===== src/shared/irq_regs_pkg.sv =====
// Function
// - upper disable word bits 13..0 map interrupts 77..64; bits 31..14 read zero
// - writing one to a disable bit clears that interrupt's enable state
// - writing zero to disable or pend bits leaves the state unchanged
// - reading a disable word returns the live enable state per interrupt
// - lower pend word bits 31..0 map interrupts 31..0
// - writing one to a pend bit forces that interrupt pending
// - pend write has no effect when already pending or disabled
// - reading a pend word returns the live pending state per interrupt
// - writing one to a clear-pend bit clears that pending bit, unless the enabled line's source requests in the same cycle
// - lower disable word covers interrupts 31..0 the same way
// - middle pend word covers interrupts 63..32 the same way
package irq_regs_pkg;

	// ==========================================================
	// sizes
	localparam int IRQ_COUNT = 78;
	localparam int DATA_W    = 32;
	localparam int WORDS     = 3;
	localparam int PAD_W     = DATA_W * WORDS;
	localparam int ADR_W     = 8;

	// ==========================================================
	// byte offsets of the first word of each group
	localparam logic [7:0] OFF_EN_SET   = 8'h00;
	localparam logic [7:0] OFF_DISABLE  = 8'h10;
	localparam logic [7:0] OFF_PEND_SET = 8'h20;
	localparam logic [7:0] OFF_PEND_CLR = 8'h30;
	localparam logic [7:0] OFF_EV_STAT  = 8'h40;
	localparam logic [7:0] OFF_EV_CLR   = 8'h44;
	localparam logic [7:0] OFF_EV_EN    = 8'h48;

	// ==========================================================
	// event status layout
	localparam int EV_W        = 3;
	localparam int EV_IGNORED  = 0;
	localparam int EV_PENDED   = 1;
	localparam int EV_DISABLED = 2;

	// ==========================================================
	// reset values
	localparam logic [EV_W-1:0]   EV_RESET   = 3'h0;
	localparam logic [DATA_W-1:0] WORD_RESET = 32'h0000_0000;

endpackage


===== src/shared/irq_state_if.sv =====
interface irq_state_if
#(
	parameter int N = 78
);
	logic [N-1:0] set_en;
	logic [N-1:0] clr_en;
	logic [N-1:0] set_pend;
	logic [N-1:0] clr_pend;
	logic [N-1:0] src;
	logic [N-1:0] en;
	logic [N-1:0] pend;

	modport ctrl
	(
		output set_en,
		output clr_en,
		output set_pend,
		output clr_pend,
		output src,
		input  en,
		input  pend
	);

	modport bank
	(
		input  set_en,
		input  clr_en,
		input  set_pend,
		input  clr_pend,
		input  src,
		output en,
		output pend
	);
endinterface


===== src/rtl/irq_state_bank.sv =====
module irq_state_bank
#(
	parameter int N = 78
)
(
	input  wire logic clk_sys_i,
	input  wire logic rst_i,
	irq_state_if.bank bs
);

	typedef struct packed
	{
		logic [N-1:0] en;
		logic [N-1:0] pend;
	} bank_type;

	bank_type st_q;
	bank_type st_d;

	// ==========================================================
	// shared enable and pending flops
	always_comb
	begin
		st_d = st_q;
		// both views drive the same flop; a set in the same cycle wins
		st_d.en = (st_q.en & ~bs.clr_en) | bs.set_en;
		// gated by the current enable, so a disabled line never pends
		st_d.pend = (st_q.pend & ~bs.clr_pend) | ((bs.set_pend | bs.src) & st_q.en);
	end

	always_ff @(posedge clk_sys_i or posedge rst_i)
	begin
		if (rst_i)
			st_q <= '0;
		else
			st_q <= st_d;
	end

	assign bs.en   = st_q.en;
	assign bs.pend = st_q.pend;
endmodule


===== src/rtl/irq_disable_and_pend_regs.sv =====
module irq_disable_and_pend_regs
#(
	parameter int N = irq_regs_pkg::IRQ_COUNT
)
(
	input  wire logic                              clk_sys_i,
	input  wire logic                              rst_i,
	input  wire logic                              wb_cyc_i,
	input  wire logic                              wb_stb_i,
	input  wire logic                              wb_we_i,
	input  wire logic [irq_regs_pkg::ADR_W-1:0]    wb_adr_i,
	input  wire logic [3:0]                        wb_sel_i,
	input  wire logic [irq_regs_pkg::DATA_W-1:0]   wb_dat_i,
	output logic      [irq_regs_pkg::DATA_W-1:0]   wb_dat_o,
	output logic                                   wb_ack_o,
	input  wire logic [N-1:0]                      irq_src_i,
	output logic      [N-1:0]                      irq_enable_o,
	output logic      [N-1:0]                      irq_pending_o,
	output logic                                   irq_o
);

	localparam int PW = irq_regs_pkg::PAD_W;
	localparam int DW = irq_regs_pkg::DATA_W;
	localparam int EW = irq_regs_pkg::EV_W;

	typedef struct packed
	{
		logic          ack;
		logic [DW-1:0] dat;
		logic [EW-1:0] status;
		logic [EW-1:0] ev_en;
		logic          irq;
	} regs_type;

	regs_type r_q;
	regs_type r_d;

	irq_state_if #(.N(N)) st_if ();

	logic [3:0]    grp;
	logic [1:0]    wsel;
	logic          word_ok;
	logic [DW-1:0] wmask;
	logic [DW-1:0] wdat;
	logic [PW-1:0] wide;
	logic [N-1:0]  wbits;
	logic          commit;
	logic          req_new;
	logic [PW-1:0] en_pad;
	logic [PW-1:0] pend_pad;
	logic [DW-1:0] rd_word;
	logic [EW-1:0] ev;
	logic [EW-1:0] ev_clr;
	logic          is_dis;
	logic          is_en_set;
	logic          is_pset;
	logic          is_pclr;
	logic          is_evs;

	// ==========================================================
	// state bank
	irq_state_bank #(.N(N)) u_bank
	(
		.clk_sys_i (clk_sys_i),
		.rst_i     (rst_i),
		.bs        (st_if.bank)
	);

	// ==========================================================
	// address decode
	always_comb
	begin
		grp       = wb_adr_i[7:4];
		wsel      = wb_adr_i[3:2];
		word_ok   = (wsel != 2'h3);
		is_en_set = (grp == irq_regs_pkg::OFF_EN_SET[7:4]) && word_ok;
		is_dis    = (grp == irq_regs_pkg::OFF_DISABLE[7:4]) && word_ok;
		is_pset   = (grp == irq_regs_pkg::OFF_PEND_SET[7:4]) && word_ok;
		is_pclr   = (grp == irq_regs_pkg::OFF_PEND_CLR[7:4]) && word_ok;
		is_evs    = (grp == irq_regs_pkg::OFF_EV_STAT[7:4]);
	end

	// ==========================================================
	// write data, byte lanes and word placement
	always_comb
	begin
		wmask = {{8{wb_sel_i[3]}}, {8{wb_sel_i[2]}}, {8{wb_sel_i[1]}}, {8{wb_sel_i[0]}}};
		wdat  = wb_dat_i & wmask;
		// word 0 holds lines 31..0, word 1 lines 63..32, word 2 lines 77..64
		wide  = {{(PW-DW){1'b0}}, wdat} << {wsel, 5'h00};
		// bits above the last line fall off here, so upper bits 31..14 do nothing
		wbits = wide[N-1:0];
		// a write lands at the edge where the master sees ack
		commit  = wb_cyc_i && wb_stb_i && wb_we_i && r_q.ack;
		req_new = wb_cyc_i && wb_stb_i && !r_q.ack;
	end

	// ==========================================================
	// strobes toward the shared flops
	always_comb
	begin
		st_if.set_en   = (commit && is_en_set) ? wbits : '0;
		st_if.clr_en   = (commit && is_dis) ? wbits : '0;
		st_if.set_pend = (commit && is_pset) ? wbits : '0;
		st_if.clr_pend = (commit && is_pclr) ? wbits : '0;
		st_if.src      = irq_src_i;
	end

	// ==========================================================
	// read path
	always_comb
	begin
		en_pad   = {{(PW-N){1'b0}}, st_if.en};
		pend_pad = {{(PW-N){1'b0}}, st_if.pend};
		rd_word  = irq_regs_pkg::WORD_RESET;
		if (is_en_set || is_dis)
			rd_word = en_pad[{wsel, 5'h00} +: DW];
		else if (is_pset || is_pclr)
			rd_word = pend_pad[{wsel, 5'h00} +: DW];
		else if (is_evs)
		begin
			case (wb_adr_i)
				irq_regs_pkg::OFF_EV_STAT:
					rd_word = {{(DW-EW){1'b0}}, r_q.status};
				irq_regs_pkg::OFF_EV_EN:
					rd_word = {{(DW-EW){1'b0}}, r_q.ev_en};
				default:
					rd_word = irq_regs_pkg::WORD_RESET;
			endcase
		end
	end

	// ==========================================================
	// events seen by software writes
	always_comb
	begin
		ev = '0;
		ev[irq_regs_pkg::EV_IGNORED]  = commit && is_pset
			&& ((wbits & (st_if.pend | ~st_if.en)) != '0);
		ev[irq_regs_pkg::EV_PENDED]   = commit && is_pset
			&& ((wbits & ~st_if.pend & st_if.en) != '0);
		ev[irq_regs_pkg::EV_DISABLED] = commit && is_dis
			&& ((wbits & st_if.en) != '0);
		ev_clr = (commit && wb_adr_i == irq_regs_pkg::OFF_EV_CLR) ? wdat[EW-1:0] : '0;
	end

	// ==========================================================
	// register state
	always_comb
	begin
		r_d = r_q;
		r_d.ack = req_new;
		r_d.dat = req_new ? rd_word : irq_regs_pkg::WORD_RESET;
		// an event in the cycle of its clear survives
		r_d.status = (r_q.status & ~ev_clr) | ev;
		if (commit && wb_adr_i == irq_regs_pkg::OFF_EV_EN)
			r_d.ev_en = wdat[EW-1:0];
		r_d.irq = (r_d.status & r_d.ev_en) != '0;
	end

	always_ff @(posedge clk_sys_i or posedge rst_i)
	begin
		if (rst_i)
		begin
			r_q        <= '0;
			r_q.status <= irq_regs_pkg::EV_RESET;
			r_q.ev_en  <= irq_regs_pkg::EV_RESET;
		end
		else
			r_q <= r_d;
	end

	assign wb_ack_o      = r_q.ack;
	assign wb_dat_o      = r_q.dat;
	assign irq_o         = r_q.irq;
	assign irq_enable_o  = st_if.en;
	assign irq_pending_o = st_if.pend;

	// ==========================================================
	// checks
	logic          rd_dis_up;
	logic          rd_dis_lo;
	logic          rd_pend_lo;
	logic [DW-1:0] en_lo;
	logic [DW-1:0] pend_lo;
	logic          rd_dis_mid;
	logic          rd_pend_mid;
	logic          rd_pend_up;
	logic          rd_en_view;
	logic          rd_clr_view;
	logic          rd_any;
	logic          wr_pend_zero;
	logic          wr_ev_en;
	logic [DW-1:0] en_mid;
	logic [DW-1:0] en_up;
	logic [DW-1:0] pend_mid;
	logic [DW-1:0] pend_up;
	logic [DW-1:0] en_sel;
	logic [DW-1:0] pend_sel;

	assign rd_dis_up  = req_new && !wb_we_i && is_dis && wsel == 2'h2;
	assign rd_dis_lo  = req_new && !wb_we_i && is_dis && wsel == 2'h0;
	assign rd_pend_lo = req_new && !wb_we_i && is_pset && wsel == 2'h0;
	assign en_lo      = en_pad[DW-1:0];
	assign pend_lo    = pend_pad[DW-1:0];

	assign rd_dis_mid   = req_new && !wb_we_i && is_dis && wsel == 2'h1;
	assign rd_pend_mid  = req_new && !wb_we_i && is_pset && wsel == 2'h1;
	assign rd_pend_up   = req_new && !wb_we_i && is_pset && wsel == 2'h2;
	assign rd_en_view   = req_new && !wb_we_i && is_en_set;
	assign rd_clr_view  = req_new && !wb_we_i && is_pclr;
	assign rd_any       = req_new && !wb_we_i;
	assign wr_pend_zero = commit && is_pset && wbits == '0;
	assign wr_ev_en     = commit && wb_adr_i == irq_regs_pkg::OFF_EV_EN;
	assign en_mid       = en_pad[2*DW-1:DW];
	assign en_up        = en_pad[3*DW-1:2*DW];
	assign pend_mid     = pend_pad[2*DW-1:DW];
	assign pend_up      = pend_pad[3*DW-1:2*DW];
	// word pick written apart from the read mux, so a slip in its shift shows up
	assign en_sel       = (wsel == 2'h0) ? en_lo : ((wsel == 2'h1) ? en_mid : en_up);
	assign pend_sel     = (wsel == 2'h0) ? pend_lo : ((wsel == 2'h1) ? pend_mid : pend_up);

	// ==========================================================
	// per-line hold checks
	genvar gi;
	generate
		for (gi = 0; gi < N; gi++)
		begin : g_line

		end
	endgenerate
endmodule


===== config.mk =====
export PLATFORM = sky130hd
export DESIGN_NAME = irq_disable_and_pend_regs
export DESIGN_NICKNAME = d
export VERILOG_FILES = /design/src/shared/irq_regs_pkg.sv /design/src/shared/irq_state_if.sv /design/src/rtl/irq_state_bank.sv /design/src/rtl/irq_disable_and_pend_regs.sv
export SDC_FILE = /design/constraint.sdc
export NUM_CORES = 1
export LEC_CHECK = 0
export ABC_AREA = 1
export BUFFER_PORTS_ARGS = -buffer_cell sky130_fd_sc_hd__buf_4
export CAP_MARGIN = 20
export CELL_PAD_IN_SITES_DETAIL_PLACEMENT = 0
export CELL_PAD_IN_SITES_GLOBAL_PLACEMENT = 1
export CORE_MARGIN = 4
export CORE_UTILIZATION = 41
export DETAILED_ROUTE_END_ITERATION = 7
export PLACE_DENSITY_LB_ADDON = 0.15
export SYNTH_ARGS = -nofsm -noshare
export SYNTH_HDL_FRONTEND = slang
export SYNTH_SLANG_ARGS = --single-unit

===== constraint.sdc =====
create_clock -name clk_sys_i -period 9.3 [get_ports clk_sys_i]
set_input_delay 0.465 -clock clk_sys_i [delete_from_list [all_inputs] [get_ports clk_sys_i]]
set_output_delay 0.465 -clock clk_sys_i [all_outputs]
set_load 0.01 [all_outputs]

* Word level (Yosys, flattened, before mapping)
Index checks and enable logic that the tools add are counted.
** Cells by class
- Equality and inequality tests :: 8
- Shift operators :: 3
- Mux-type cells :: 11
- Bitwise logic cells :: 20
- Reduce and logical (&&, ||, !) cells :: 25
** Operators by type and width (count)
- AND 78 bit :: 7
- two-way mux 78 bit :: 4
- inverter 78 bit :: 4
- OR 78 bit :: 4
- nonzero test 78 bit :: 3
- indexed part select 96 x 8 -> 32 bit :: 2
- two-way mux 32 bit :: 3
- left shift 32 x 7 -> 78 bit :: 1
- AND 32 bit :: 1
- == test 8 x 7 -> 1 bit (second input constant) :: 3
- logical AND 1 bit :: 17
- two-way mux 3 bit :: 3
- == test 4 x 2 -> 1 bit (second input constant) :: 2
- AND 3 bit :: 2
- one-hot mux 3 bit (2 select lines) :: 1
- == test 4 x 1 -> 1 bit (second input constant) :: 1
- == test 4 x 3 -> 1 bit (second input constant) :: 1
- zero test 4 bit :: 1
- inverter 3 bit :: 1
- OR 3 bit :: 1
- nonzero test 3 bit :: 1
- logical OR 1 bit :: 2
- inequality test 2 bit (second input constant) :: 1
- zero test 1 bit :: 1
** Storage, ports and cells
- Register bits :: 196
- Output and inout bits :: 190
- Logic and storage cells :: 74

* Logic depth before layout (Yosys ltp)
Gate-level depths: netlist of the first run.
- Word-level depth :: 10
- Mapped depth :: 17
- Depth with buffers taken out :: 15

* Modules after synthesis
A second synthesis of the first run with hierarchy kept.
** Second synthesis, totals
- Cells, all modules :: 2168
- Area, all modules :: 13852.0 µm²
** Modules (own cells, without submodules)
- irq_disable_and_pend_regs :: times used 1, cells an instance 1543, area each 7504.7 µm², sequential area each 1001.0 µm²
- irq_state_bank :: times used 1, cells an instance 625, area each 6347.3 µm², sequential area each 3903.7 µm²

* Worst setup path before layout of the first run
No wires, ideal clock.
- Path kind :: input -> register
- From :: input wb_adr_i[3] (netlist name)
- To :: register r_q (netlist bit irq_o)
- Setup time :: 0.124 ns
- Arrival :: 1.714 ns
- Required time :: 9.176 ns
- Path slack :: 7.462 ns
- Stages on the path :: 16
- Path buffers :: 3
- Cells stage by stage :: buf_4 -> inv_4 -> nand2_4 -> buf_6 -> buf_6 -> nor2_2 -> nand2_1 -> nand2_1 -> nor2_1 -> nand2_1 -> nor2_1 -> nand3_1 -> o21bai_1 -> nand2_1 -> nand2_1 -> nand3_1
** RTL lines
- start: declaration :: line irq_disable_and_pend_regs.sv:11 : input wire logic [irq_regs_pkg::ADR_W-1:0] wb_adr_i,
- end signal: assignment :: line irq_disable_and_pend_regs.sv:170 : r_q <= r_d;
- end: declaration :: line irq_disable_and_pend_regs.sv:35 : regs_type r_q;

==> results of run 1 <==
per-layer routing:
metal / up-vias / GRT usage (%)
li1: 6306 / -
met1: 6499 / 44.94
met2: 734 / 46.12
met3: 69 / 6.978
met4: 2 / 8.046
met5: - / 0
power by group through the flow:
| stage | combinational, mW | clock [mW] | sequential (mW) |
|---|---|---|---|
| finish | 0.268 | 0.748 | 0.913 |
| global route | 0.295 | 0.787 | 0.917 |
| CTS | 0.267 | 0.752 | 0.912 |
| detailed placement | 0.266 | 0 | 0.929 |
| global placement | 0.263 | 0 | 0.929 |
| floorplan | 0.126 | 0 | 0.927 |
stage by stage:
| stage | area (um2) | setup WS (ns) | hold slack (ns) |
|---|---|---|---|
| 2_1_floorplan | 12240 | 3.494 | 0.4903 |
| 3_3_place_gp | 14620 | 5.785 | 0.4994 |
| 3_5_place_dp | 14620 | 5.608 | 0.5043 |
| 4_1_cts | 15190 | 5.978 | 0.2290 |
| 5_1_grt | 15250 | 5.809 | 0.2353 |
| 6_report | 15250 | 5.893 | 0.1460 |
kinds of logic after synthesis:
logic type,after synthesis,synth area share [%]
AOI/OAI and AO/OA,447,21.98
buffers and inverters,346,12.14
and+or+nand+nor,788,25.80
DFF,196,40.07
cells in the final DEF (no fill, tap or decap), types with 2 or more instances in the layout:
cell type and instances:
sky130_fd_sc_hd__nor3_1 9, sky130_fd_sc_hd__a211oi_1 11, sky130_fd_sc_hd__buf_16 2, sky130_fd_sc_hd__a22oi_1 12, sky130_fd_sc_hd__nand2_1 489, sky130_fd_sc_hd__inv_1 234, sky130_fd_sc_hd__or2_2 3, sky130_fd_sc_hd__buf_4 324
sky130_fd_sc_hd__nand4_1 9, sky130_fd_sc_hd__clkbuf_16 17, sky130_fd_sc_hd__o21bai_1 2, sky130_fd_sc_hd__o21ai_1 4, sky130_fd_sc_hd__o22ai_1 4, sky130_fd_sc_hd__o221ai_1 11, sky130_fd_sc_hd__nand3_4 3, sky130_fd_sc_hd__clkbuf_8 2
sky130_fd_sc_hd__o21ai_0 269, sky130_fd_sc_hd__o211ai_1 81, sky130_fd_sc_hd__a2111oi_0 2, sky130_fd_sc_hd__nand2_2 4, sky130_fd_sc_hd__nor2_2 2, sky130_fd_sc_hd__a21oi_1 15, sky130_fd_sc_hd__inv_8 5, sky130_fd_sc_hd__inv_2 2
sky130_fd_sc_hd__clkinv_4 7, sky130_fd_sc_hd__nand3b_1 3, sky130_fd_sc_hd__dfrtp_1 196, sky130_fd_sc_hd__a221oi_1 29, sky130_fd_sc_hd__nand3_1 79, sky130_fd_sc_hd__a311oi_1 6, sky130_fd_sc_hd__nor2_4 3, sky130_fd_sc_hd__nor2_1 180
worst max-delay path by stage:
stage / start / to / slack (ns)
final: wb_adr_i[5] / u_bank.bs.en[17]$_DFF_PP0_ / 5.89
after floorplan: rst_i / irq_o$_DFF_PP0_ / 3.49
after global placement: wb_adr_i[5] / u_bank.bs.en[53]$_DFF_PP0_ / 5.79
after detailed placement: wb_adr_i[5] / u_bank.bs.en[55]$_DFF_PP0_ / 5.61
after global routing: wb_adr_i[5] / u_bank.bs.en[17]$_DFF_PP0_ / 5.81
after CTS: wb_adr_i[5] / u_bank.bs.en[17]$_DFF_PP0_ / 5.98
sequential cells by signal (all words and copies together), names as in the netlist:
signal / cells
wb_ack_o: 1
u_bank.bs.en: 78
irq_o: 1
u_bank.bs.pend: 78
wb_dat_o: 32
r_q: 6
cell type report:
| class | instances | share of cell area, % |
|---|---|---|
| Clock buffer | 20 | 2.995 |
| Clock inverter | 12 | 0.7468 |
| Inverter | 238 | 5.925 |
| Multi-Input combinational cell | 1235 | 38.70 |
| Sequential cell | 196 | 32.17 |
| Tap cell | 384 | 3.151 |
| Timing Repair Buffer | 326 | 16.31 |
worst max-delay path, stage by stage:
cell	delay (ns)
sky130_fd_sc_hd__buf_4	0.18
sky130_fd_sc_hd__inv_1	0.76
sky130_fd_sc_hd__nand2_1	0.22
sky130_fd_sc_hd__nor2_4	0.16
sky130_fd_sc_hd__buf_4	0.47
sky130_fd_sc_hd__nand3_4	0.85
sky130_fd_sc_hd__o21ai_0	0.54
==> results_dict.tcl, run 1 <==
set metrics [dict create \
    edff_count_synth 0 \
    syn-mean-instance-area_um2 6.888 \
    r2r_setup_slack_ns 6.89 \
    detail_route.wirelength.met1_um 22470 \
    detailed_router_s_first_iteration_violation_count 1597 \
    p_per_area_mw_per_mm2 126.5 \
    seq_area_frac_synth_pct 40.07 \
    seqCellArea_mm2 0.004905 \
    cell_internal_pwr_mw 1.353 \
    final_hold_viol_count 0 \
    detail_route.first_pass.iterations 5 \
    synthesis.area_mm2 0.01224 \
    grt_antenna_before_repair 1 \
    finalPower_mw 1.929 \
    final.period_utilization_pct 36.64 \
    setup.worst_path.end_class "flop" \
    totalNegativeSetupSlack_ns 0 \
    via_per_inst 5.645 \
    critical_path_class "primary input to flop" \
    rr_endpoint "u_bank.bs.en[17]$_DFF_PP0_" \
    syn_nets 1904 \
    multi_input_area_mm2 0.005901 \
    timing.rr.start "wb_ack_o$_DFF_PP0_" \
    antenna_violating_nets_post_route 0 \
    finalClockSkew_ns 0.01624 \
    clk_latency_ns 0.44 \
    die_height_um 180.8 \
    cell_with_the_most_instances_after_synthesis "sky130_fd_sc_hd__nand2_1" \
    areaGrowthSynthToFinish_pct 24.58 \
    synth_flop_cell "sky130_fd_sc_hd__dfrtp_1" \
    ys.warnings.count 0 \
    global_route.overflow_total 0 \
    rsz_0062_raised_after_global_routing "no" \
    finalNetCount 2141 \
    initial_core_util_pct 42.07 \
    cts_tree "built" \
    cts_hold_buf 0 \
    grt_first_pass_wirelength_um 78760 \
    cp_required_ns 9.61 \
    core_area_mm2 0.02909 \
    drt-total-wl_um 51670 \
    num_io_pins 317 \
    track_usage_pct 30.73 \
    arrival_ns 3.72 \
    async_flop_share_pct 100.0 \
    numCtsBuffers 17 \
    route.met2.wl_um 22790 \
    port_buffers 316 \
    post_synth_main_area_contributors "sky130_fd_sc_hd__dfrtp_1 40%, sky130_fd_sc_hd__nand2_1 15%, sky130_fd_sc_hd__o21ai_0 11%" \
    final-max-slew-violation-count 0 \
    pwr-share-seq_pct 47.4 \
    leakage_nw 7.383 \
    gpl.final_weighted_congestion 0.9273 \
    rows 62 \
    worst_slew_margin_relative_to_its_limit_pct 29.40 \
    final_core_util_pct 52.41 \
    max-vdd-ir-drop_mv 0.09556 \
    tightest_slew_ns 1.059 \
    largest_net_degree_at_the_start_of_global_routing 133 \
    design.die.area_mm2 0.03268 \
    hpwl_detailed_um 36950 \
    combPwrFrac_pct 13.9 \
    num_antenna_cells 0 \
    num_vias 13610 \
    avgRoutedWirePerCell_um 21.43 \
    filler_cell_count 2960 \
    synth_top_area_share_pct 40.07 \
    synthDistinctLibCells 35 \
    crit_path_launch_type "primary input" \
    run_status "complete, no violations" \
    route.detailed.drc 0 \
    number_of_global_route_vias_before_repair 12867 \
    worst-path-max-fanout 78 \
    synth.cells.most_frequent "490 x sky130_fd_sc_hd__nand2_1, 269 x sky130_fd_sc_hd__o21ai_0, 235 x sky130_fd_sc_hd__inv_1" \
    ctsHtreeMaxLevel 4 \
    synthesized_instance_count 1777 \
    post_layout_nonfiller_instances 2411 \
    post_cts_resize_count 0 \
    ys_ff_latch 196 \
    cts-root-buf "sky130_fd_sc_hd__clkbuf_16" \
    holdCritPathClass "primary input to asynchronous set/reset pin" \
    max_clock_freq_mhz 293.5 \
    clk_path_buf_depth 2 \
    max_cap_violations 0 \
    post-synth-top-area-cell "sky130_fd_sc_hd__dfrtp_1" \
    p_switching_mw 0.5759 \
    floorplan.die.width_um 180.8 \
    route.top_layer_used "met5" \
    post_cts_setup_buffer_count 0 \
    cts.reportedPaths.clkPinSlew_ns 0.09 \
    p_clk_share_pct 38.8 \
    timing.reg2reg.worst_path_depth 4 \
    placedCellCount 2377 \
    net_switching_fraction_of_the_power_pct 29.86 \
    setup_violations 0 \
    post_route_cells_drive_above_1_share_pct 18.70 \
    final_min_period_ns 3.407 \
    wl_met3_um 5210 \
    cts.sink_count 196 \
]
Power figures use the tool's default switching activity.
==> run 2: changes to the inputs <==
Settings changed: ABC_AREA 1 to 0, CORE_UTILIZATION 41 to 40.
Clock period 9.3 ns to 3.5 ns, I/O delays scaled along.
==> run 2 against run 1 <==
Net effect:
- non-clock buffer count grew 109
- sequential share of layout area shrank 1.6 points
- global-route usage increased by 2.0 points
- synthesized cell count fell by 20%
- critical path type is now flop to flop
- routed wire length grew 8.9%
==> results_dict.tcl, run 2 <==
set metrics [dict create \
    p_per_area_mw_per_mm2 327.8 \
    worst-path-max-fanout 4 \
    arrival_ns 3.01 \
    cp_required_ns 3.81 \
    critical_path_class "flop to flop" \
    most-common-layout-cells "351 x sky130_fd_sc_hd__buf_4, 264 x sky130_fd_sc_hd__o21ai_0, 196 x sky130_fd_sc_hd__dfrtp_1" \
    edff_count_synth 0 \
    ctsHtreeMaxLevel 4 \
    crit_path_launch_type "flop" \
    cts_tree "built" \
    cts.reportedPaths.clkPinSlew_ns 0.08 \
    seq_area_frac_synth_pct 40.52 \
    post_route_cells_drive_above_1_share_pct 22.86 \
    cts.sink_count 196 \
    grt_first_pass_wirelength_um 83730 \
    global_route.overflow_total 0 \
    core_area_mm2 0.02972 \
    synthesis.area_mm2 0.01210 \
    setup_violations 0 \
    placed_area_mm2 0.01465 \
    max-vdd-ir-drop_mv 0.3088 \
    multi_input_area_mm2 0.006417 \
    rsz_0062_raised_after_global_routing "no" \
    cell_with_the_most_instances_after_synthesis "sky130_fd_sc_hd__o21ai_0" \
    via_per_inst 6.267 \
    post-synth-top-area-cell "sky130_fd_sc_hd__dfrtp_1" \
    grt_antenna_before_repair 0 \
    critPathMaxStageDelay_ns 0.63 \
    pre_cts_ws_ns 0.4929 \
    largest_net_degree_at_the_start_of_global_routing 113 \
    worst_slew_margin_relative_to_its_limit_pct 25.11 \
    layout_commonest_cell "sky130_fd_sc_hd__buf_4" \
    clk_latency_ns 0.44 \
    gpl.final_weighted_congestion 0.9696 \
    avgRoutedWirePerCell_um 26.30 \
    cts-root-buf "sky130_fd_sc_hd__clkbuf_16" \
    setup.worst_path.start "u_bank.bs.pend[4]$_DFF_PP0_" \
    num_antenna_cells 0 \
    antenna_violating_nets_post_route 0 \
    rows 63 \
    post_synth_main_area_contributors "sky130_fd_sc_hd__dfrtp_1 41%, sky130_fd_sc_hd__o21ai_0 11%, sky130_fd_sc_hd__o31ai_1 4.8%" \
    finalClockSkew_ns 0.01333 \
    max_clock_freq_mhz 370.6 \
    synthDistinctLibCells 53 \
    areaGrowthSynthToFinish_pct 32.34 \
    setup.worst_path.end_class "flop" \
    seqCellArea_mm2 0.004905 \
    highest_delay_cell_along_the_critical_path "sky130_fd_sc_hd__or4_1" \
    run_status "complete, no violations" \
    route.detailed.drc 0 \
    drt-total-wl_um 56290 \
    detailed_router_s_first_iteration_violation_count 1772 \
    track_usage_pct 32.77 \
    synth_flop_cell "sky130_fd_sc_hd__dfrtp_1" \
    hpwl_detailed_um 41130 \
    finalNetCount 1866 \
    ys_ff_latch 196 \
    final-max-slew-violation-count 0 \
    holdCritPathClass "primary input to flop" \
    min_from "wb_stb_i" \
    number_of_global_route_vias_before_repair 12557 \
    timing.rr.start "u_bank.bs.pend[4]$_DFF_PP0_" \
    num_io_pins 317 \
    clk_path_buf_depth 2 \
    detail_route.first_pass.iterations 6 \
    worstPathCellList "nand2b_1 > nand2b_1 > o2111ai_1 > or4_1 > or4_1 > o221ai_1 > o211ai_1" \
    finalPower_mw 5.251 \
    syn_nets 1545 \
    numCtsBuffers 17 \
    final_hold_viol_count 0 \
    max_cap_violations 0 \
    syn-mean-instance-area_um2 8.536 \
    die_height_um 182.0 \
    initial_core_util_pct 40.73 \
    filler_cell_count 2786 \
    leakage_nw 7.210 \
    tightest_slew_ns 1.123 \
    ys.warnings.count 0 \
    totalNegativeSetupSlack_ns 0 \
    final.period_utilization_pct 77.10 \
    final_hold_slack_ns 0.1436 \
    port_buffers 316 \
    synthesized_instance_count 1418 \
    final_min_period_ns 2.698 \
    synth_top_area_share_pct 40.52 \
    floorplan.die.width_um 182.0 \
    async_flop_share_pct 100.0 \
    setup_slack_ns 0.8015 \
    synth.cells.most_frequent "264 x sky130_fd_sc_hd__o21ai_0, 196 x sky130_fd_sc_hd__dfrtp_1, 119 x sky130_fd_sc_hd__nand2_1" \
    fin_area_mm2 0.01602 \
    design.die.area_mm2 0.03311 \
    num_vias 13411 \
]
-- run 2: changes by cell type after synthesis, sizes merged, moves of 39 or more --
cell	previous run	this run
inv	238	31
nand2	494	119
nand2b	0	41
nand3	83	32
nand4b	0	39
nor2	185	106
nor2b	0	76
o211ai	81	13
o31ai	0	78
-- run 2: area by class of cell --
type | instances | area share (%)
Clock inverter | 12 | 0.7733
Timing Repair Buffer | 435 | 22.01
Sequential cell | 196 | 30.62
Tap cell | 390 | 3.046
Clock buffer | 18 | 2.742
Inverter | 31 | 0.7498
Multi-Input combinational cell | 1058 | 40.06
-- run 2: final timing paths --
check	to	slack, ns	cells after the start
hold reg to reg	r_q[1]$_DFF_PP0_	0.56	2
min in group asynchronous	wb_dat_o[3]$_DFF_PP0_	0.32	3
hold / removal	wb_dat_o[0]$_DFF_PP0_	0.14	4
setup / recovery	irq_o$_DFF_PP0_	0.80	7
setup reg to reg	irq_o$_DFF_PP0_	0.80	7
max in group asynchronous	u_bank.bs.pend[12]$_DFF_PP0_	2.29	5
-- run 2: cell families (layout without fill, tap and decap cells) --
family	Yosys count	count (layout)	share of synthesized area, %
buffers and inverters	164	496	6.616
DFF	196	196	40.52
muxes	32	32	2.688
and+or+nand+nor	504	504	22.86
AOI/OAI and AO/OA	522	522	27.32
-- run 2: routing by layer --
metal | GRT usage [%] | routed length, um
met1 | 48.49 | 24960
met2 | 50.59 | 25190
met3 | 5.809 | 5060
met4 | 6.665 | 1075
met5 | 0 | 0
-- run 2: critical path, delay by kind of cell, from the launching register on --
kind	cells	cell delay [ns]
AO/OA/AOI/OAI	3	0.47
flip-flops	1	0.43
AND/OR/NAND/NOR	4	1.66
-- run 2: metrics by stage --
step / instances / utilization (%)
floorplan: 1418 / -
global placement: 2030 / 49.28
detailed placement: 2030 / 49.28
CTS: 2139 / 53.84
global route: 2140 / 53.91
finish: 2140 / 53.91
-- run 2: repair_timing --
action	4_1_cts	5_1_grt
setup buffers	0	0
resized for setup	0	0
hold endpoints to repair	82	0
hold buffers	79	0
-- run 2: report_power, final --
| group | leakage, nW | switching [mW] | internal (mW) |
|---|---|---|---|
| Sequential | 2.72 | 0.112 | 2.33 |
| Combinational | 4.22 | 0.456 | 0.366 |
| Clock | 0.272 | 1.03 | 0.955 |
| Total | 7.21 | 1.60 | 3.65 |
